File: src/logic/ep0_pkg.sv
// constants and types shared by both ends of the endpoint-zero link
package ep0_pkg;
   localparam int EP0_MAX_PKT = 64;
   localparam int SETUP_LEN = 8;
   localparam int HOST_TIMEOUT = 64;
   localparam logic [7:0] INDEX_ADDR = 8'h0e;
   localparam logic [7:0] CSR_ADDR = 8'h11;
   localparam logic [7:0] COUNT_ADDR = 8'h16;
   localparam logic [7:0] FIFO_ADDR = 8'h20;
   localparam logic [7:0] CSR_RESET = 8'h00;
   localparam logic [3:0] INDEX_RESET = 4'h0;
   localparam int CSR_OPR = 0;
   localparam int CSR_INPR = 1;
   localparam int CSR_STALLED = 2;
   localparam int CSR_MARK = 3;
   localparam int CSR_SETUP_END_FLAG = 4;
   localparam int CSR_FORCE = 5;
   localparam int CSR_SERVICED = 6;
   localparam int CSR_SETUP_END_FLAG_ACK = 7;
   typedef enum logic [1:0] {PID_SETUP = 2'b00, PID_OUT = 2'b01, PID_IN = 2'b10} pid_e;
   typedef enum logic [1:0] {HS_ACK = 2'b00, HS_NAK = 2'b01, HS_STALL = 2'b10,
      HS_NONE = 2'b11} hs_e;
endpackage

File: src/logic/ep0_link_if.sv
// token, data and handshake link between usb host and endpoint zero
`timescale 1ns/10ps
interface ep0_link_if
(
   input wire logic clock,
   input wire logic rst_b
);
   import ep0_pkg::*;
   logic tok_valid;
   pid_e tok_pid;
   logic dat_valid;
   logic [7:0] dat_byte;
   logic dat_last;
   logic dat_empty;
   logic dat_data1;
   logic dat_err;
   logic ack_valid;
   logic hs_valid;
   hs_e hs_code;
   logic tx_valid;
   logic [7:0] tx_byte;
   logic tx_last;
   logic tx_empty;
   modport device (input clock, rst_b, tok_valid, tok_pid, dat_valid, dat_byte, dat_last,
      dat_empty, dat_data1, dat_err, ack_valid,
      output hs_valid, hs_code, tx_valid, tx_byte, tx_last, tx_empty);
   modport host (input clock, rst_b, hs_valid, hs_code, tx_valid, tx_byte, tx_last, tx_empty,
      output tok_valid, tok_pid, dat_valid, dat_byte, dat_last, dat_empty, dat_data1,
      dat_err, ack_valid);
endinterface

File: src/logic/ep0_device_end.sv
// endpoint-zero control handler with its control/status register and packet buffer
// Operation
// - received setup/out sets out-ready, raises event
// - event on in transfer status stage
// - early transfer end sets setup-end, raises event
// - byte count shows bytes held
// - stall repeated token after last-packet mark
// - stall packets longer than maximum size
// - stall nonzero data1 in in-status stage
// - stall sets sticky sent flag, raises event
// - reject setup not exactly eight bytes
// - serviced-out write clears out-ready; reads zero
// - in without in-ready gets nak, no event
// - first in enters transmit; setup/out ends badly
// - transmit ends on setup/out or short packet
// - first out enters receive; setup/in ends badly
// - receive ends on setup/in or short packet
// - force-stall cleared after stall sent
// - setup-end ack clears flag; reads zero
// - last-packet mark set with ready, auto-cleared
// - in-ready cleared with event on send/overwrite
// - firmware splits in data, ends multiples with zlp
// - host ends out multiples with zlp
// - firmware selects index zero first
// - corrupted packets silently discarded
`timescale 1ns/10ps
module ep0_device_end #(parameter int MAX_PKT = ep0_pkg::EP0_MAX_PKT)
(
   ep0_link_if.device link,
   input wire logic fw_wr,
   input wire logic fw_rd,
   input wire logic [7:0] fw_addr,
   input wire logic [7:0] fw_wdata,
   output logic [7:0] fw_rdata,
   output logic ep0_event
);
   import ep0_pkg::*;
   localparam int AW = $clog2(MAX_PKT);
   localparam logic [7:0] MAXP = 8'(MAX_PKT);
   localparam logic [7:0] SETUPP = 8'(SETUP_LEN);
   typedef enum logic [1:0] {ST_IDLE = 2'b00, ST_RX = 2'b01, ST_TX = 2'b10,
      ST_ACK = 2'b11} state_e;
   typedef enum logic [1:0] {MODE_IDLE = 2'b00, MODE_TX = 2'b01, MODE_RX = 2'b10} mode_e;
   logic [7:0] mem [MAX_PKT];
   logic [AW-1:0] wr_ptr, rd_ptr;
   logic [7:0] cnt;
   logic [3:0] ep_index;
   logic opr, inpr, stalled, mark, setup_end_flag, force_stall;
   state_e state, next_state;
   mode_e mode, next_mode;
   logic in_status, next_in_status, out_status, next_out_status;
   logic is_setup, next_is_setup, keep, next_keep, over, next_over, bad, next_bad;
   hs_e resp, next_resp;
   logic [7:0] rx_len, next_rx_len, tx_left, next_tx_left, tx_len, next_tx_len;
   logic tx_status, next_tx_status;
   logic next_hs_valid, next_tx_valid, next_tx_last, next_tx_empty;
   hs_e next_hs_code;
   logic [7:0] next_tx_byte, len_final;
   logic set_opr, clr_inpr, set_setup_end_flag, sent_stall, clr_mark, rx_wr, tx_rd, buf_clr, ev;
   logic csr_wr, fw_out_end, fifo_wr, fifo_rd;

   assign csr_wr = fw_wr && fw_addr == CSR_ADDR && ep_index == 4'h0;
   assign fw_out_end = csr_wr && fw_wdata[CSR_SERVICED] && fw_wdata[CSR_MARK] && mode != MODE_TX;
   assign fifo_wr = fw_wr && fw_addr == FIFO_ADDR && cnt < MAXP;
   assign fifo_rd = fw_rd && fw_addr == FIFO_ADDR && cnt != 8'h00;

   always_comb
   begin
      next_state = state;
      next_mode = mode;
      next_in_status = in_status;
      next_out_status = out_status | fw_out_end;
      next_is_setup = is_setup;
      next_keep = keep;
      next_resp = resp;
      next_over = over;
      next_bad = bad;
      next_rx_len = rx_len;
      next_tx_left = tx_left;
      next_tx_len = tx_len;
      next_tx_status = tx_status;
      next_hs_valid = 1'b0;
      next_hs_code = link.hs_code;
      next_tx_valid = 1'b0;
      next_tx_byte = link.tx_byte;
      next_tx_last = 1'b0;
      next_tx_empty = 1'b0;
      set_opr = 1'b0;
      clr_inpr = 1'b0;
      set_setup_end_flag = 1'b0;
      sent_stall = 1'b0;
      clr_mark = 1'b0;
      rx_wr = 1'b0;
      tx_rd = 1'b0;
      buf_clr = 1'b0;
      ev = 1'b0;
      len_final = link.dat_empty ? rx_len : 8'(rx_len + 8'h01);
      case (state)
         ST_IDLE:
            if (link.tok_valid)
            begin
               next_rx_len = 8'h00;
               next_over = 1'b0;
               next_bad = 1'b0;
               next_is_setup = link.tok_pid == PID_SETUP;
               next_keep = 1'b0;
               next_resp = HS_ACK;
               case (link.tok_pid)
                  PID_SETUP:
                  begin
                     set_setup_end_flag = mode != MODE_IDLE;
                     next_mode = MODE_IDLE;
                     next_in_status = 1'b0;
                     next_out_status = 1'b0;
                     next_keep = 1'b1;
                     next_state = ST_RX;
                  end
                  PID_OUT:
                  begin
                     if (mode == MODE_TX)
                     begin
                        set_setup_end_flag = 1'b1;
                        next_mode = MODE_IDLE;
                     end
                     if (out_status || force_stall)
                        next_resp = HS_STALL;
                     else if (!in_status && opr)
                        next_resp = HS_NAK;
                     else if (!in_status)
                        next_keep = 1'b1;
                     next_state = ST_RX;
                  end
                  PID_IN:
                  begin
                     if (mode == MODE_RX)
                     begin
                        set_setup_end_flag = 1'b1;
                        next_mode = MODE_IDLE;
                     end
                     if (in_status || force_stall)
                     begin
                        next_hs_valid = 1'b1;
                        next_hs_code = HS_STALL;
                        sent_stall = 1'b1;
                     end
                     else if (out_status)
                     begin
                        next_tx_left = 8'h00;
                        next_tx_status = 1'b1;
                        next_state = ST_TX;
                     end
                     else if (!inpr)
                     begin
                        next_hs_valid = 1'b1;
                        next_hs_code = HS_NAK;
                     end
                     else
                     begin
                        next_tx_left = cnt;
                        next_tx_len = cnt;
                        next_tx_status = 1'b0;
                        next_mode = MODE_TX;
                        next_state = ST_TX;
                     end
                  end
                  default:
                     next_state = ST_IDLE;
               endcase
               if (next_keep)
               begin
                  buf_clr = 1'b1;
                  clr_inpr = inpr;
                  ev = inpr;
               end
            end
         ST_RX:
            if (link.dat_valid)
            begin
               if (!link.dat_empty)
               begin
                  next_rx_len = len_final;
                  next_over = over || rx_len >= MAXP;
                  rx_wr = keep && rx_len < MAXP;
               end
               next_bad = bad || link.dat_err;
               if (link.dat_last)
               begin
                  next_state = ST_IDLE;
                  next_hs_valid = 1'b1;
                  next_hs_code = HS_ACK;
                  if (next_bad || (is_setup && len_final != SETUPP))
                  begin
                     next_hs_valid = 1'b0;
                     buf_clr = keep;
                  end
                  else if (next_over || resp == HS_STALL ||
                     (in_status && link.dat_data1 && len_final != 8'h00))
                     sent_stall = 1'b1;
                  else if (in_status)
                  begin
                     ev = 1'b1;
                     next_in_status = 1'b0;
                     clr_mark = 1'b1;
                  end
                  else if (resp == HS_NAK)
                     next_hs_code = HS_NAK;
                  else
                  begin
                     set_opr = 1'b1;
                     ev = 1'b1;
                     if (!is_setup)
                        next_mode = len_final < MAXP ? MODE_IDLE : MODE_RX;
                  end
                  if (sent_stall)
                     next_hs_code = HS_STALL;
               end
            end
         ST_TX:
         begin
            next_tx_valid = 1'b1;
            next_tx_empty = tx_left == 8'h00;
            next_tx_last = tx_left <= 8'h01;
            next_tx_byte = mem[rd_ptr];
            tx_rd = tx_left != 8'h00;
            next_tx_left = tx_rd ? 8'(tx_left - 8'h01) : tx_left;
            if (next_tx_last)
               next_state = ST_ACK;
         end
         ST_ACK:
            if (link.ack_valid)
            begin
               next_state = ST_IDLE;
               ev = 1'b1;
               if (tx_status)
               begin
                  next_out_status = 1'b0;
                  clr_mark = 1'b1;
               end
               else
               begin
                  clr_inpr = 1'b1;
                  if (mark)
                  begin
                     next_in_status = 1'b1;
                     next_mode = MODE_IDLE;
                  end
                  else if (tx_len < MAXP)
                     next_mode = MODE_IDLE;
               end
            end
            else if (link.tok_valid)
               next_state = ST_IDLE;
         default:
            next_state = ST_IDLE;
      endcase
      if (sent_stall)
      begin
         ev = 1'b1;
         next_mode = MODE_IDLE;
         next_in_status = 1'b0;
         next_out_status = 1'b0;
         clr_mark = 1'b1;
      end
   end

   always_ff @(posedge link.clock or negedge link.rst_b)
   begin
      if (!link.rst_b)
      begin
         state <= ST_IDLE;
         mode <= MODE_IDLE;
         in_status <= 1'b0;
         out_status <= 1'b0;
         is_setup <= 1'b0;
         keep <= 1'b0;
         resp <= HS_ACK;
         over <= 1'b0;
         bad <= 1'b0;
         rx_len <= 8'h00;
         tx_left <= 8'h00;
         tx_len <= 8'h00;
         tx_status <= 1'b0;
         link.hs_valid <= 1'b0;
         link.hs_code <= HS_NONE;
         link.tx_valid <= 1'b0;
         link.tx_byte <= 8'h00;
         link.tx_last <= 1'b0;
         link.tx_empty <= 1'b0;
         ep0_event <= 1'b0;
      end
      else
      begin
         state <= next_state;
         mode <= next_mode;
         in_status <= next_in_status;
         out_status <= next_out_status;
         is_setup <= next_is_setup;
         keep <= next_keep;
         resp <= next_resp;
         over <= next_over;
         bad <= next_bad;
         rx_len <= next_rx_len;
         tx_left <= next_tx_left;
         tx_len <= next_tx_len;
         tx_status <= next_tx_status;
         link.hs_valid <= next_hs_valid;
         link.hs_code <= next_hs_code;
         link.tx_valid <= next_tx_valid;
         link.tx_byte <= next_tx_byte;
         link.tx_last <= next_tx_last;
         link.tx_empty <= next_tx_empty;
         ep0_event <= ev | set_setup_end_flag;
      end
   end

   // status flags: hardware set wins over a same-cycle software clear
   always_ff @(posedge link.clock or negedge link.rst_b)
   begin
      if (!link.rst_b)
      begin
         opr <= CSR_RESET[CSR_OPR];
         inpr <= CSR_RESET[CSR_INPR];
         stalled <= CSR_RESET[CSR_STALLED];
         mark <= CSR_RESET[CSR_MARK];
         setup_end_flag <= CSR_RESET[CSR_SETUP_END_FLAG];
         force_stall <= CSR_RESET[CSR_FORCE];
      end
      else
      begin
         opr <= set_opr | (opr & ~(csr_wr & fw_wdata[CSR_SERVICED]));
         inpr <= (csr_wr & fw_wdata[CSR_INPR]) | (inpr & ~clr_inpr);
         stalled <= sent_stall | (stalled & ~(csr_wr & ~fw_wdata[CSR_STALLED]));
         mark <= (csr_wr & fw_wdata[CSR_MARK]) | (mark & ~clr_mark);
         setup_end_flag <= set_setup_end_flag | (setup_end_flag & ~(csr_wr & fw_wdata[CSR_SETUP_END_FLAG_ACK]));
         if (csr_wr)
            force_stall <= fw_wdata[CSR_FORCE];
         else if (sent_stall)
            force_stall <= 1'b0;
      end
   end

   // packet buffer shared by receive, transmit and firmware access
   always_ff @(posedge link.clock)
   begin
      if (rx_wr)
         mem[wr_ptr] <= link.dat_byte;
      else if (fifo_wr)
         mem[wr_ptr] <= fw_wdata;
   end

   always_ff @(posedge link.clock or negedge link.rst_b)
   begin
      if (!link.rst_b)
      begin
         wr_ptr <= '0;
         rd_ptr <= '0;
         cnt <= 8'h00;
      end
      else if (buf_clr)
      begin
         wr_ptr <= '0;
         rd_ptr <= '0;
         cnt <= 8'h00;
      end
      else
      begin
         if (rx_wr || fifo_wr)
            wr_ptr <= wr_ptr + 1'b1;
         if (tx_rd || fifo_rd)
            rd_ptr <= rd_ptr + 1'b1;
         cnt <= 8'(cnt + {7'h00, rx_wr | fifo_wr} - {7'h00, tx_rd | fifo_rd});
      end
   end

   always_ff @(posedge link.clock or negedge link.rst_b)
   begin
      if (!link.rst_b)
      begin
         ep_index <= INDEX_RESET;
         fw_rdata <= 8'h00;
      end
      else
      begin
         if (fw_wr && fw_addr == INDEX_ADDR)
            ep_index <= fw_wdata[3:0];
         if (fw_rd)
         begin
            case (fw_addr)
               INDEX_ADDR:
                  fw_rdata <= {4'h0, ep_index};
               CSR_ADDR:
                  fw_rdata <= ep_index != 4'h0 ? 8'h00 :
                     {2'b00, force_stall, setup_end_flag, mark, stalled, inpr, opr};
               COUNT_ADDR:
                  fw_rdata <= cnt;
               FIFO_ADDR:
                  fw_rdata <= fifo_rd ? mem[rd_ptr] : 8'h00;
               default:
                  fw_rdata <= 8'h00;
            endcase
         end
      end
   end
endmodule

File: src/flat_wrapper.sv
// flat-port wrapper written by rule: the top's interface ports become plain ports
module ep0_device_end_flat import ep0_pkg::*;
#(parameter int MAX_PKT = ep0_pkg::EP0_MAX_PKT)
  (fw_wr, fw_rd, fw_addr, fw_wdata, fw_rdata, ep0_event, clock, rst_b, link_tok_valid, link_tok_pid, link_dat_valid, link_dat_byte, link_dat_last, link_dat_empty, link_dat_data1, link_dat_err, link_ack_valid, link_hs_valid, link_hs_code, link_tx_valid, link_tx_byte, link_tx_last, link_tx_empty);
  ep0_link_if link_i (.clock(clock), .rst_b(rst_b));
  input wire logic fw_wr;
  input wire logic fw_rd;
  input wire logic [7:0] fw_addr;
  input wire logic [7:0] fw_wdata;
  output logic [7:0] fw_rdata;
  output logic ep0_event;
  input wire logic clock;
  input wire logic rst_b;
  input wire logic [$bits(link_i.tok_valid)-1:0] link_tok_valid;
  input wire logic [$bits(link_i.tok_pid)-1:0] link_tok_pid;
  input wire logic [$bits(link_i.dat_valid)-1:0] link_dat_valid;
  input wire logic [$bits(link_i.dat_byte)-1:0] link_dat_byte;
  input wire logic [$bits(link_i.dat_last)-1:0] link_dat_last;
  input wire logic [$bits(link_i.dat_empty)-1:0] link_dat_empty;
  input wire logic [$bits(link_i.dat_data1)-1:0] link_dat_data1;
  input wire logic [$bits(link_i.dat_err)-1:0] link_dat_err;
  input wire logic [$bits(link_i.ack_valid)-1:0] link_ack_valid;
  output wire logic [$bits(link_i.hs_valid)-1:0] link_hs_valid;
  output wire logic [$bits(link_i.hs_code)-1:0] link_hs_code;
  output wire logic [$bits(link_i.tx_valid)-1:0] link_tx_valid;
  output wire logic [$bits(link_i.tx_byte)-1:0] link_tx_byte;
  output wire logic [$bits(link_i.tx_last)-1:0] link_tx_last;
  output wire logic [$bits(link_i.tx_empty)-1:0] link_tx_empty;
  assign link_i.tok_valid = link_tok_valid;
  assign link_i.tok_pid = link_tok_pid;
  assign link_i.dat_valid = link_dat_valid;
  assign link_i.dat_byte = link_dat_byte;
  assign link_i.dat_last = link_dat_last;
  assign link_i.dat_empty = link_dat_empty;
  assign link_i.dat_data1 = link_dat_data1;
  assign link_i.dat_err = link_dat_err;
  assign link_i.ack_valid = link_ack_valid;
  assign link_hs_valid = link_i.hs_valid;
  assign link_hs_code = link_i.hs_code;
  assign link_tx_valid = link_i.tx_valid;
  assign link_tx_byte = link_i.tx_byte;
  assign link_tx_last = link_i.tx_last;
  assign link_tx_empty = link_i.tx_empty;
  ep0_device_end #(.MAX_PKT(MAX_PKT)) u_core (.link(link_i), .fw_wr(fw_wr), .fw_rd(fw_rd), .fw_addr(fw_addr), .fw_wdata(fw_wdata), .fw_rdata(fw_rdata), .ep0_event(ep0_event));
endmodule
File: config.mk
export PLATFORM = sky130hd
export DESIGN_NAME = ep0_device_end_flat
export DESIGN_NICKNAME = d
export VERILOG_FILES = /design/src/logic/ep0_pkg.sv /design/src/logic/ep0_link_if.sv /design/src/logic/ep0_device_end.sv /design/src/flat_wrapper.sv
export SDC_FILE = /design/constraint.sdc
export NUM_CORES = 1
export LEC_CHECK = 0
export BUFFER_PORTS_ARGS = -buffer_cell sky130_fd_sc_hd__buf_2
export CAP_MARGIN = 20
export CORE_MARGIN = 3
export CORE_UTILIZATION = 40
export DETAILED_ROUTE_END_ITERATION = 7
export SLEW_MARGIN = 10
export SYNTH_ARGS = -nofsm -noshare
export SYNTH_HDL_FRONTEND = slang
export SYNTH_SLANG_ARGS = --single-unit
File: constraint.sdc
create_clock -name clock -period 4.2 [get_ports clock]
set_clock_uncertainty 0.2 [all_clocks]
set_input_delay 0.84 -clock clock [delete_from_list [all_inputs] [get_ports clock]]
set_output_delay 0.84 -clock clock [all_outputs]
set_load 0.03 [all_outputs]
# After elaboration in Yosys (flattened, before gate mapping)
# Memory sizes are Yosys's and may differ from the RTL's.
# Cells that the tools add are included.
totals:
  latch_bits: 0
  mem_count: 1
  mem_bits_ro: 0
  ram_bits: 512
  wordCells: 344
  ff_bits: 90
memory_table:
  columns: ["memory", "depth", "width", "rd", "rd_ports_with_merged_regs", "wr", "line", "text"]
  rows:
  - ["u_core.mem", 64, 8, 1, 0, 1, "ep0_device_end.sv:44", "logic [7:0] mem [MAX_PKT];"]
op_classes:
  n_addsub: 6
  n_mux: 176
  n_shift: 0
  n_div: 0
  n_eq_ne: 44
  n_lt_le_gt_ge: 6
  n_bitwise: 28
  mul: 0
  reduce_logical: 52
op_table:
  columns: ["cell", "count"]
  rows:
  - ["$mux W8", 13]
  - ["$mux W1", 97]
  - ["$mux W2", 41]
  - ["$lt A8 B7 Y1 const B", 4]
  - ["$pmux W8 S2", 2]
  - ["$pmux W8 S4", 1]
  - ["$mux W6", 5]
  - ["$reduce_bool A8 Y1", 3]
  - ["$ne A3 B2 Y1 const B", 7]
  - ["$ne A3 B3 Y1 const B", 7]
  - ["$pmux W1 S2", 9]
  - ["$eq A8 B5 Y1 const B", 2]
  - ["$logic_and A1 B1 Y1", 15]
  - ["$reduce_and A14 Y1", 1]
  - ["$reduce_and A7 Y1", 2]
  - ["$reduce_bool A2 Y1", 7]
  - ["$add A6 B1 Y6 const B", 2]
  - ["$ne A2 B2 Y1 const B", 6]
  - ["$pmux W2 S3", 2]
  - ["$reduce_and A6 Y1", 2]
  - ["$and A1 B1 Y1", 10]
  - ["$eq A2 B2 Y1 const B", 5]
  - ["$or A1 B1 Y1", 10]
  - ["$reduce_and A10 Y1", 1]
  - ["30 further kinds", 58]

# Depth between registers and ports, before layout
# Gate-level depths: netlist (run 1).
logic_depth:
  word_depth: 19
  ltp_mapped: 18
  ltp_nobuf: 16

# Worst setup path before layout (run 1)
# OpenSTA, ideal clock, no wires.
synth_path:
  kind: "input to register"
  from: "input fw_addr[1]"
  to: "register u_core.cnt[6]"
  path_slack_ns: 0.013
  arrival_ns: 3.855
  n_path_buf: 2
  t_required_ns: 3.868
  stages: 17
  path_cell_list: "or4b_1 nor3_1 and3_1 clkbuf_1 a21o_1 clkbuf_1 ha_1 inv_1 ha_1 fa_1 a21oi_1 o21bai_1 a21oi_1 nor2_1 nor2_1 xor2_1 nor2_1"
synth_via:
  elab_chain_cells: 7
  word_cells_on_any_way: 10
  classes_between: "add/sub: 2; eq/ne: 1; mux: 1; bitwise: 2; reduce/logical: 4"
synth_rtl:
  columns: ["element", "line", "text"]
  rows:
  - ["start: declaration", "flat_wrapper.sv:8", "input wire logic [7:0] fw_addr;"]
  - ["$eq A8 B6 Y1 (*)", "ep0_device_end.sv:64, ep0_device_end.sv:65", null]
  - ["$logic_and A1 B1 Y1 (2 in a row)", "ep0_device_end.sv:64", "assign fifo_wr = fw_wr && fw_addr == FIFO_ADDR && cnt < MAXP;"]
  - ["$or A1 B1 Y1", "ep0_device_end.sv:371", "cnt <= 8'(cnt + {7'h00, rx_wr | fifo_wr} - {7'h00, tx_rd | fifo_rd});"]
  - ["$add A8 B1 Y8", "ep0_device_end.sv:371", null]
  - ["$sub A8 B1 Y8 (*)", "ep0_device_end.sv:371", null]
  - ["$mux W8 (*)", "ep0_device_end.sv:359", "else if (buf_clr)"]
  - ["end signal: assignment", "ep0_device_end.sv:371", null]
  - ["end: declaration", "ep0_device_end.sv:46", "logic [7:0] cnt;"]
# Mark *: on every way between the ends. The rest lies on a longest branch, timed or not.
# A chain may end at the register's enable or synchronous reset.

# Worst setup path in the final report (run 1)
layout_path:
  from: "register u_core.tx_left[5]"
  to: "register u_core.cnt[6]"
layout_via:
  elab_chain_cells: 5
layout_rtl:
  columns: ["element", "line", "text"]
  rows:
  - ["start: declaration", "ep0_device_end.sv:54", "logic [7:0] rx_len, next_rx_len, tx_left, next_tx_left, tx_len, next_tx_len;"]
  - ["start signal: assignment", "ep0_device_end.sv:303", "tx_left <= next_tx_left;"]
  - ["$reduce_bool A8 Y1", "ep0_device_end.sv:224", "tx_rd = tx_left != 8'h00;"]
  - ["$mux W1", "ep0_device_end.sv:98", "case (state)"]
  - ["$or A1 B1 Y1", "ep0_device_end.sv:371", null]
  - ["$sub A8 B1 Y8", "ep0_device_end.sv:371", null]
  - ["$mux W8", "ep0_device_end.sv:359", null]
# Every way passes these cells.

==> results of run 1 <==
## power by group
part	switching (uW)	internal [uW]	leakage, uW
logic	2590	2370	0.00301
registers	441	6680	0.00569
clock network	2220	3150	0.000950
## final cells by class
| cell class | instances | area, sq um |
|---|---|---|
| Clock buffer | 67 | 1480 |
| Clock inverter | 39 | 492 |
| Fill cell | 5081 | 32200 |
| Inverter | 33 | 124 |
| Multi-Input combinational cell | 657 | 6820 |
| Sequential cell | 596 | 17500 |
| Tap cell | 782 | 978 |
| Timing Repair Buffer | 168 | 1210 |
## how the worst max path moves through the flow
stage,start,cells past startpoint,endpoint
global route,u_core.tx_left[5]$_DFFE_PN0P_,14,u_core.cnt[6]$_DFF_PN0_
finish,u_core.tx_left[5]$_DFFE_PN0P_,14,u_core.cnt[6]$_DFF_PN0_
detailed placement,fw_addr[1],16,u_core.cnt[6]$_DFF_PN0_
floorplan,fw_addr[1],17,u_core.cnt[6]$_DFF_PN0_
CTS,u_core.tx_left[5]$_DFFE_PN0P_,14,u_core.cnt[6]$_DFF_PN0_
global placement,fw_addr[1],16,u_core.cnt[6]$_DFF_PN0_
## routing by layer
metal	part of all wire [%]	track usage (%)	vias up	wire (um)
met1	43	25.0	6850	24800
met5	0.022	0	-	13
met3	6.4	3.41	90	3740
met2	48	29.5	375	28000
met4	2.5	5.41	2	1430
li1	-	-	5753	-
## logic make-up after synthesis
logic type | after synthesis | synth area share (%)
AND/OR/NAND/NOR | 286 | 5.52
AO/OA/AOI/OAI | 131 | 3.53
flip-flops | 596 | 70.6
XOR/XNOR | 19 | 0.672
multiplexers | 195 | 16.5
adder cells (fa/ha/maj) | 26 | 1.34
buffers and inverters | 105 | 1.86
## flip-flops by register name, indices dropped and copies added (netlist names), 2 cells and up
name	flops
u_core.cnt	8
u_core.ep_index	4
u_core.fw_rdata	8
u_core.link.hs_code	2
u_core.link.tx_byte	8
u_core.mem	512
u_core.mode	2
u_core.rd_ptr	6
u_core.resp	2
u_core.rx_len	8
u_core.state	2
u_core.tx_left	8
u_core.tx_len	2
u_core.wr_ptr	6
## through the flow
| stage | area [sq um] | total power (uW) | cells | hold WS [ns] |
|---|---|---|---|---|
| 4_1_cts | 28600 | 17600 | 2341 | 0.0618 |
| 3_5_place_dp | 26600 | 12300 | 2235 | 0.291 |
| 5_1_grt | 28600 | 18200 | 2342 | 0.0893 |
| 6_report | 28600 | 17400 | 2342 | 0.0495 |
| 3_3_place_gp | 26600 | 12200 | 2235 | 0.287 |
| 2_1_floorplan | 24800 | 10600 | 1358 | 0.245 |
## placed cells by master (no fill, tap or decap), types with 11 or more instances in the layout
cell       count
nand2_1       49
ha_1          25
nor3_1        12
clkinv_2      11
o21ai_0       35
dfrtp_1       79
buf_2         58
mux2_2        22
a21oi_1       27
nand2b_1      16
inv_1         33
edfxtp_1     512
mux4_2       168
nand3_1       20
buf_4        101
nor2_1       124
clkbuf_16     57
==> impl_metrics.env, run 1 <==
export IMPL_drive_above_1_share_pct=29.7
export IMPL_drtIter0Drc=1152
export IMPL_ys_seq_area_share_pct=70.6
export IMPL_cts_root_buf="clkbuf_16"
export IMPL_vias=13100
export IMPL_clkTransAtPathRegs_ns=0.07
export IMPL_r2r_end="u_core.cnt[6]$_DFF_PN0_"
export IMPL_slew_viol_final=0
export IMPL_drt_total_wl_mm=58.0
export IMPL_r2r_cells=14
export IMPL_syn_to_final_growth_pct=15.5
export IMPL_cts_setup_buffers=0
export IMPL_path_max_fanout=4
export IMPL_start_util_pct=40.7
export IMPL_grt_pass1_wl_mm=86.6
export IMPL_clock_sinks=596
export IMPL_min_period_ns=3.59
export IMPL_crit_path_frequent_cell="nor2_1"
export IMPL_ys_top_cells_by_count="edfxtp_1, mux4_2, nor2_1"
export IMPL_insertion_delay_ns=0.62
export IMPL_synthesis_nets=1421
export IMPL_synth_flop_cell="edfxtp_1"
export IMPL_antenna_found_initial=1
export IMPL_reg2reg_setup_slack_ns=0.61
export IMPL_die_w_um=255
export IMPL_ir_drop_uv=329
export IMPL_setup_ws_ns=0.613
export IMPL_dieArea_sq_um=64900
export IMPL_first_pass_iters=5
export IMPL_worstSetupPathType="flip-flop to flip-flop"
export IMPL_hpwl_mm=37.5
export IMPL_worstSetupStartpointType="flip-flop"
export IMPL_fin_util_pct=47.0
export IMPL_finalCritPeriodShare_pct=85.4
export IMPL_via_per_inst=5.58
export IMPL_die_h_um=255
export IMPL_synth_edff_count=512
export IMPL_cts_resized=0
export IMPL_worstHoldPathType="input port to asynchronous set/reset pin"
export IMPL_wl_per_cell_um=24.8
export IMPL_drc=0
export IMPL_cts_tree="yes"
export IMPL_io_pins=60
export IMPL_track_usage_pct=18.1
export IMPL_rsz0062_at_grt="false"
export IMPL_fin_setup_tns_ns=0
export IMPL_netlist_instances=1358
export IMPL_rows=90
export IMPL_finalHoldViolations=0
export IMPL_critPathArrivalTime_ns=3.88
export IMPL_crit_chain="nor4_1, nand2_1, a21o_1, ha_1, inv_1, ha_1, fa_1, a21oi_1, o21bai_1, a21oi_1, nor2_1, nor2_1, xor2_1, nor2_1"
export IMPL_diodes=0
export IMPL_yosys_warnings=0
export IMPL_setup_viol=0
export IMPL_numCtsBuffers=57
export IMPL_worstMarginPinSlew_ns=0.837
export IMPL_yosysTopAreaCell="edfxtp_1"
export IMPL_cp_end_kind="flip-flop"
export IMPL_crit_buf_inv=1
export IMPL_place_congestion=0.887
export IMPL_ant_nets=0
export IMPL_coreArea_sq_um=60800
export IMPL_slew_limit_headroom_pct=43.7
export IMPL_htree_levels=2
export IMPL_synth_cell_types=67
export IMPL_cpMaxStageDelayCell="nor4_1"
export IMPL_drv_cap=0
export IMPL_p_per_area_nw_per_um2=610
export IMPL_dp_worst_setup_slack_ns=0.225
export IMPL_yosys_area_top_type_share_pct=62.1
export IMPL_async_reset_ff_share_pct=14.1
export IMPL_clk_path_buf_depth=3
export IMPL_outcome="finished, final reports clean"
export IMPL_syn_area_per_cell_sq_um=18.2
export IMPL_ys_top_cells_by_area="edfxtp_1, mux4_2, dfrtp_1, nor2_1, ha_1"
export IMPL_grt_overflow=0
export IMPL_timing_rr_start="u_core.tx_left[5]$_DFFE_PN0P_"
export IMPL_grt_start_max_net_pins=65
export IMPL_syn_area_sq_um=24800
export IMPL_cp_required_ns=4.49
export IMPL_layout_nets=1576
export IMPL_synth_most_common_cell="edfxtp_1"
export IMPL_ys_ff_latch=596
export IMPL_grt_pass1_vias=13400
export IMPL_io_buffers=59
export IMPL_fmax_ghz=0.279
export IMPL_leakage_uw=0.00965
export IMPL_cpPeakStageDelay_ns=0.69
export IMPL_path_delay_family="simple AND/OR/NAND/NOR gates"
export IMPL_cts_hold_buf=0
Power figures use the tool's default switching activity.
==> inputs of run 2 (changes only) <==
CORE_UTILIZATION = 55   (was 40)
PLACE_DENSITY = 0.71   (was unset)
==> run 2 against run 1 <==
Compared with the run above:
- register-to-register slack worse by 0.03 ns
- combinational power about the same
- non-clock buffer count down 7
- global-route usage up 5.2 points
- sequential cell count unchanged
- critical path depth unchanged
- fmax down 0.73%
- largest cell class unchanged
- worst hold slack worse by 0.0067 ns
- worst setup slack worse by 0.027 ns
- largest power group unchanged
- core utilization up 17 points
==> impl_metrics.env, run 2 (synthesis results as in run 1) <==
export IMPL_outcome="finished, final reports clean"
export IMPL_p_sw_share_pct=28.9
export IMPL_largest_register_ffs=512
export IMPL_grt_overflow=0
export IMPL_io_pins=60
export IMPL_fmax_ghz=0.277
export IMPL_grt_pass1_vias=13400
export IMPL_drive_above_1_share_pct=29.8
export IMPL_hpwl_mm=34.2
export IMPL_min_period_ns=3.61
export IMPL_ant_nets=0
export IMPL_dp_cells=2039
export IMPL_setup_viol=0
export IMPL_rows=77
export IMPL_insertion_delay_ns=0.62
export IMPL_intPower_uw=12600
export IMPL_cts_resized=0
export IMPL_place_congestion=0.884
export IMPL_first_pass_iters=8
export IMPL_total_power_uw=17800
export IMPL_worstSetupStartpointType="flip-flop"
export IMPL_p_per_area_nw_per_um2=623
export IMPL_cts_tree="yes"
export IMPL_cp_required_ns=4.49
export IMPL_layout_nets=1570
export IMPL_cts_hold_buf=0
export IMPL_htree_levels=2
export IMPL_start_util_pct=55.9
export IMPL_io_buffers=59
export IMPL_via_per_inst=6.19
export IMPL_layout_commonest_cell="edfxtp_1"
export IMPL_hold_ws_ns=0.0427
export IMPL_drv_cap=0
export IMPL_cts_root_buf="clkbuf_16"
export IMPL_diodes=0
export IMPL_critPathArrivalTime_ns=3.90
export IMPL_slew_limit_headroom_pct=35.5
export IMPL_leakage_uw=0.00974
export IMPL_dieArea_sq_um=47600
export IMPL_path_max_fanout=4
export IMPL_die_w_um=218
export IMPL_vias=13300
export IMPL_wl_per_cell_um=25.2
export IMPL_syn_to_final_growth_pct=15.2
export IMPL_worstMarginPinSlew_ns=0.955
export IMPL_p_sw_uw=5130
export IMPL_drc=0
export IMPL_rsz0062_at_grt="false"
export IMPL_final_cell_area_sq_um=28500
export IMPL_regMostFlops="u_core.mem"
export IMPL_drtIter0Drc=1629
export IMPL_numCtsBuffers=58
export IMPL_worstHoldPathType="input port to asynchronous set/reset pin"
export IMPL_seq_power_share_pct=39.8
export IMPL_fillCellCount=3021
export IMPL_clkTransAtPathRegs_ns=0.06
export IMPL_coreArea_sq_um=44300
export IMPL_comb_power_share_pct=27.7
export IMPL_cp_end_kind="flip-flop"
export IMPL_grt_pass1_wl_mm=83.0
export IMPL_p_clk_share_pct=32.5
export IMPL_slew_viol_final=0
export IMPL_grt_start_max_net_pins=65
export IMPL_finalCritPeriodShare_pct=86.0
export IMPL_track_usage_pct=23.3
export IMPL_worstSetupPathType="flip-flop to flip-flop"
export IMPL_final_cell_mix="edfxtp_1, mux4_2, nor2_1, buf_4, dfrtp_1"
export IMPL_die_h_um=218
export IMPL_clock_sinks=596
export IMPL_clk_path_buf_depth=3
export IMPL_drt_total_wl_mm=54.2
export IMPL_ir_drop_uv=413
export IMPL_cts_setup_buffers=0
export IMPL_finalHoldViolations=0
export IMPL_antenna_found_initial=1
export IMPL_dpl_cell_area_sq_um=26400
export IMPL_final_cells=2148
export IMPL_fin_setup_tns_ns=0
[run 2: cell count changes in the layout (fill, tap and decap cells not counted), moves of 3 or more]
cell	delta
clkbuf_8	+3
bufinv_16	+5
clkinv_1	-5
clkinvlp_4	-4
buf_4	-8
[run 2: final timing paths]
check	from	slack, ns	end	depth (start not counted)
worst max-delay path	u_core.tx_left[5]$_DFFE_PN0P_	0.59	u_core.cnt[6]$_DFF_PN0_	14
worst min-delay path	rst_b	0.04	u_core.over$_DFFE_PN0P_	1
worst max register to register	u_core.tx_left[5]$_DFFE_PN0P_	0.59	u_core.cnt[6]$_DFF_PN0_	14
worst min register to register	u_core.link.hs_code[1]$_DFFE_PN1P_	0.30	u_core.link.hs_code[1]$_DFFE_PN1P_	2
max in group asynchronous	rst_b	2.96	u_core.mode[0]$_DFFE_PN0P_	2
min in group clock	fw_wdata[5]	0.26	u_core.force_stall$_DFFE_PN0P_	3
[run 2: cell type report]
class | count | area (sq um) | area share [%]
flip-flops and latches | 596 | 17500 | 61.3
multi-input cells | 657 | 6820 | 23.9
clock buffers | 74 | 1580 | 5.55
repair buffers | 161 | 1190 | 4.17
well taps | 592 | 741 | 2.60
clock inverters | 35 | 577 | 2.02
inverters | 33 | 124 | 0.434
[run 2: critical path, cell delays in order, from the launching register on]
cell and delay, ns:
dfrtp_1 0.41, nor4_1 0.64, nand2_1 0.20, a21o_1 0.24, ha_1 0.28, inv_1 0.04
ha_1 0.22, fa_1 0.44, a21oi_1 0.18, o21bai_1 0.11, a21oi_1 0.16, nor2_1 0.05
nor2_1 0.10, xor2_1 0.16, nor2_1 0.05
[run 2: power groups by stage]
stage                     clock network [uW]  registers, uW  logic (uW)
final                                   5770           7070        4930
after detailed placement                   0           7190        4920
after global routing                    6090           7100        5280
after floorplan                            0           7050        3540
after CTS                               5870           7070        4960
after global placement                     0           7180        4880
[run 2: metrics by stage]
step | setup WS [ns] | util (%)
after floorplan | 0.0128 | -
after global placement | 0.164 | 59.5
after detailed placement | 0.0584 | 59.5
after CTS | 0.674 | 64.4
after global routing | 0.368 | 64.4
final | 0.586 | 64.4
[run 2: metal layers]
layer	wire length, um	share of wire [%]	track usage, %	vias to the layer above
li1	-	-	-	5760
met1	22900	42	34.0	6879
met2	26000	48	37.1	566
met3	3800	7.0	3.42	86
met4	1490	2.7	7.50	0
met5	0	0	0	-
==> inputs of run 3 (changes only) <==
MAX_ROUTING_LAYER = met4   (was unset)
clock period = 3.1 ns   (was 4.2 ns; I/O delays follow)
==> run 3 against run 2 <==
Compared with the run above:
- the flow now finishes with violations (negative setup slack)
- sequential share of layout area is 1.6 points lower
- final area is 2.7% higher
- sequential power is 33% higher
- combinational power is 59% higher
- fmax is 14% higher
- core utilization is 1.7 points higher
- critical endpoint is now u_core.fw_rdata[0]$_DFFE_PN0P_
- highest routed layer unchanged
==> impl_metrics.env, run 3 (synthesis results as in run 1) <==
export IMPL_cp_required_ns=3.39
export IMPL_slew_limit_headroom_pct=33.5
export IMPL_drc=0
export IMPL_min_period_ns=3.17
export IMPL_drv_cap=0
export IMPL_outcome="finished with violations"
export IMPL_worstSetupStartpointType="flip-flop"
export IMPL_fin_util_pct=66.1
export IMPL_crit_buf_inv=2
export IMPL_worstMarginPinSlew_ns=0.984
export IMPL_hpwl_mm=36.5
export IMPL_worstHoldPathType="input port to flip-flop"
export IMPL_crit_chain="buf_12, buf_12, mux4_2, mux4_2, mux4_2, a221o_1"
export IMPL_ir_drop_uv=534
export IMPL_fin_setup_tns_ns=-0.359
export IMPL_die_w_um=218
export IMPL_layout_nets=1641
export IMPL_p_per_area_nw_per_um2=828
export IMPL_fmax_ghz=0.316
export IMPL_cpPeakStageDelay_ns=0.57
export IMPL_drtIter0Drc=1508
export IMPL_grt_start_max_net_pins=65
export IMPL_finalHoldViolations=0
export IMPL_die_h_um=218
export IMPL_cpMaxStageDelayCell="mux4_2"
export IMPL_crit_path_frequent_cell="mux4_2"
export IMPL_antenna_found_initial=1
export IMPL_io_pins=60
export IMPL_clock_sinks=596
export IMPL_worstSetupPathType="flip-flop to flip-flop"
export IMPL_clk_path_buf_depth=3
export IMPL_insertion_delay_ns=0.62
export IMPL_dieArea_sq_um=47600
export IMPL_largest_register_ffs=512
export IMPL_cts_tree="yes"
export IMPL_rows=77
export IMPL_path_max_fanout=7
export IMPL_clkTransAtPathRegs_ns=0.06
export IMPL_numCtsBuffers=59
export IMPL_grt_overflow=0
export IMPL_leakage_uw=0.0101
export IMPL_track_usage_pct=25.2
export IMPL_wl_per_cell_um=25.5
export IMPL_htree_levels=2
export IMPL_io_buffers=59
export IMPL_critPathArrivalTime_ns=3.46
export IMPL_layout_commonest_cell="edfxtp_1"
export IMPL_setup_viol=12
export IMPL_first_pass_iters=5
export IMPL_regMostFlops="u_core.mem"
export IMPL_final_cells=2217
export IMPL_finalCritPeriodShare_pct=102
export IMPL_grt_pass1_wl_mm=86.2
export IMPL_dp_cells=2096
export IMPL_grt_pass1_vias=13800
export IMPL_final_cell_mix="edfxtp_1, mux4_2, buf_4, nor2_1, dfrtp_1"
export IMPL_slew_viol_final=0
export IMPL_cp_end_kind="flip-flop"
export IMPL_setup_ws_ns=-0.0657
export IMPL_coreArea_sq_um=44300
export IMPL_place_congestion=0.907
export IMPL_rsz0062_at_grt="true"
export IMPL_ant_nets=0
export IMPL_path_delay_family="multiplexers"
export IMPL_via_per_inst=6.14
export IMPL_syn_to_final_growth_pct=18.3
export IMPL_cts_root_buf="clkbuf_16"
export IMPL_drive_above_1_share_pct=33.2
export IMPL_failed_checks="negative setup slack"
export IMPL_start_util_pct=55.9
export IMPL_diodes=0
export IMPL_drt_total_wl_mm=56.6
export IMPL_vias=13600
run 3: cell count changes in the layout (fill, tap and decap cells not counted), moves of 6 or more:
cell       before  now
buf_12         10   30
buf_4          93  135
bufinv_16      15    6
clkbuf_1       10   17
clkinv_1        4   11
inv_1          33   27
inv_2           0    6
mux2_2         22   16
mux2_4          0    6
run 3: final timing paths:
| check | startpoint | end | slack, ns | cells after the start |
|---|---|---|---|---|
| setup / recovery | u_core.rd_ptr[0]$_DFFE_PN0P_ | u_core.fw_rdata[0]$_DFFE_PN0P_ | -0.07 | 6 |
| hold / removal | fw_wdata[5] | u_core.force_stall$_DFFE_PN0P_ | 0.06 | 3 |
| setup reg to reg | u_core.rd_ptr[0]$_DFFE_PN0P_ | u_core.fw_rdata[0]$_DFFE_PN0P_ | -0.07 | 6 |
| hold reg to reg | u_core.fw_rdata[6]$_DFFE_PN0P_ | u_core.fw_rdata[6]$_DFFE_PN0P_ | 0.29 | 2 |
| max in group asynchronous | rst_b | u_core.rd_ptr[1]$_DFFE_PN0P_ | 1.52 | 3 |
| min in group asynchronous | rst_b | u_core.resp[0]$_DFFE_PN0P_ | 0.44 | 2 |
run 3: timing repair:
| item | 4_1_cts | 5_1_grt |
|---|---|---|
| hold buffers | 1 | 0 |
| setup buffers | 6 | 3 |
| gates resized for setup | 10 | 15 |
| endpoints found under the setup margin | 72 | 273 |
| endpoints found under the hold margin | 55 | 0 |
| gates cloned | 4 | 1 |
| pin swaps | 0 | 8 |
run 3: power by group:
part	switching, uW	internal, uW	total, uW
clock	2980	4010	6990
combinational	3910	3930	7840
sequential	364	9050	9410
total	7250	17000	24200
run 3: final cells by class:
cell class / count / area [sq um]
multi-input combinational: 657 / 6970
clock buffer: 76 / 1540
clock inverter: 32 / 342
inverter: 33 / 124
fill: 2923 / 15000
tap: 592 / 741
timing repair buffer: 231 / 2090
sequential: 596 / 17500
run 3: stage by stage:
| step | power (uW) | instance area (sq um) | setup WS, ns | hold slack, ns |
|---|---|---|---|---|
| global route | 25200 | 29300 | -0.109 | 0.0504 |
| global placement | 16800 | 27100 | -0.555 | 0.278 |
| detailed placement | 17000 | 27100 | -0.531 | 0.279 |
| finish | 24200 | 29300 | -0.0657 | 0.0586 |
| CTS | 24300 | 29200 | -0.0623 | 0.0292 |
| floorplan | 14400 | 24900 | -0.502 | 0.124 |
run 3: worst register-to-register path, cell delays in order (launching register included):
cell,delay (ns)
dfrtp_4,0.48
buf_12,0.19
buf_12,0.17
mux4_2,0.54
mux4_2,0.55
mux4_2,0.57
a221o_1,0.33
run 3: per-layer routing:
metal / vias to the layer above / share of wire (%) / routed length, um / global-route usage (%)
met4: 0 / 2.2 / 1230 / 5.76
met1: 7064 / 42 / 23700 / 35.7
li1: 5890 / - / - / -
met2: 571 / 48 / 27300 / 38.9
met5: - / 0 / 0 / -
met3: 94 / 7.8 / 4430 / 5.01
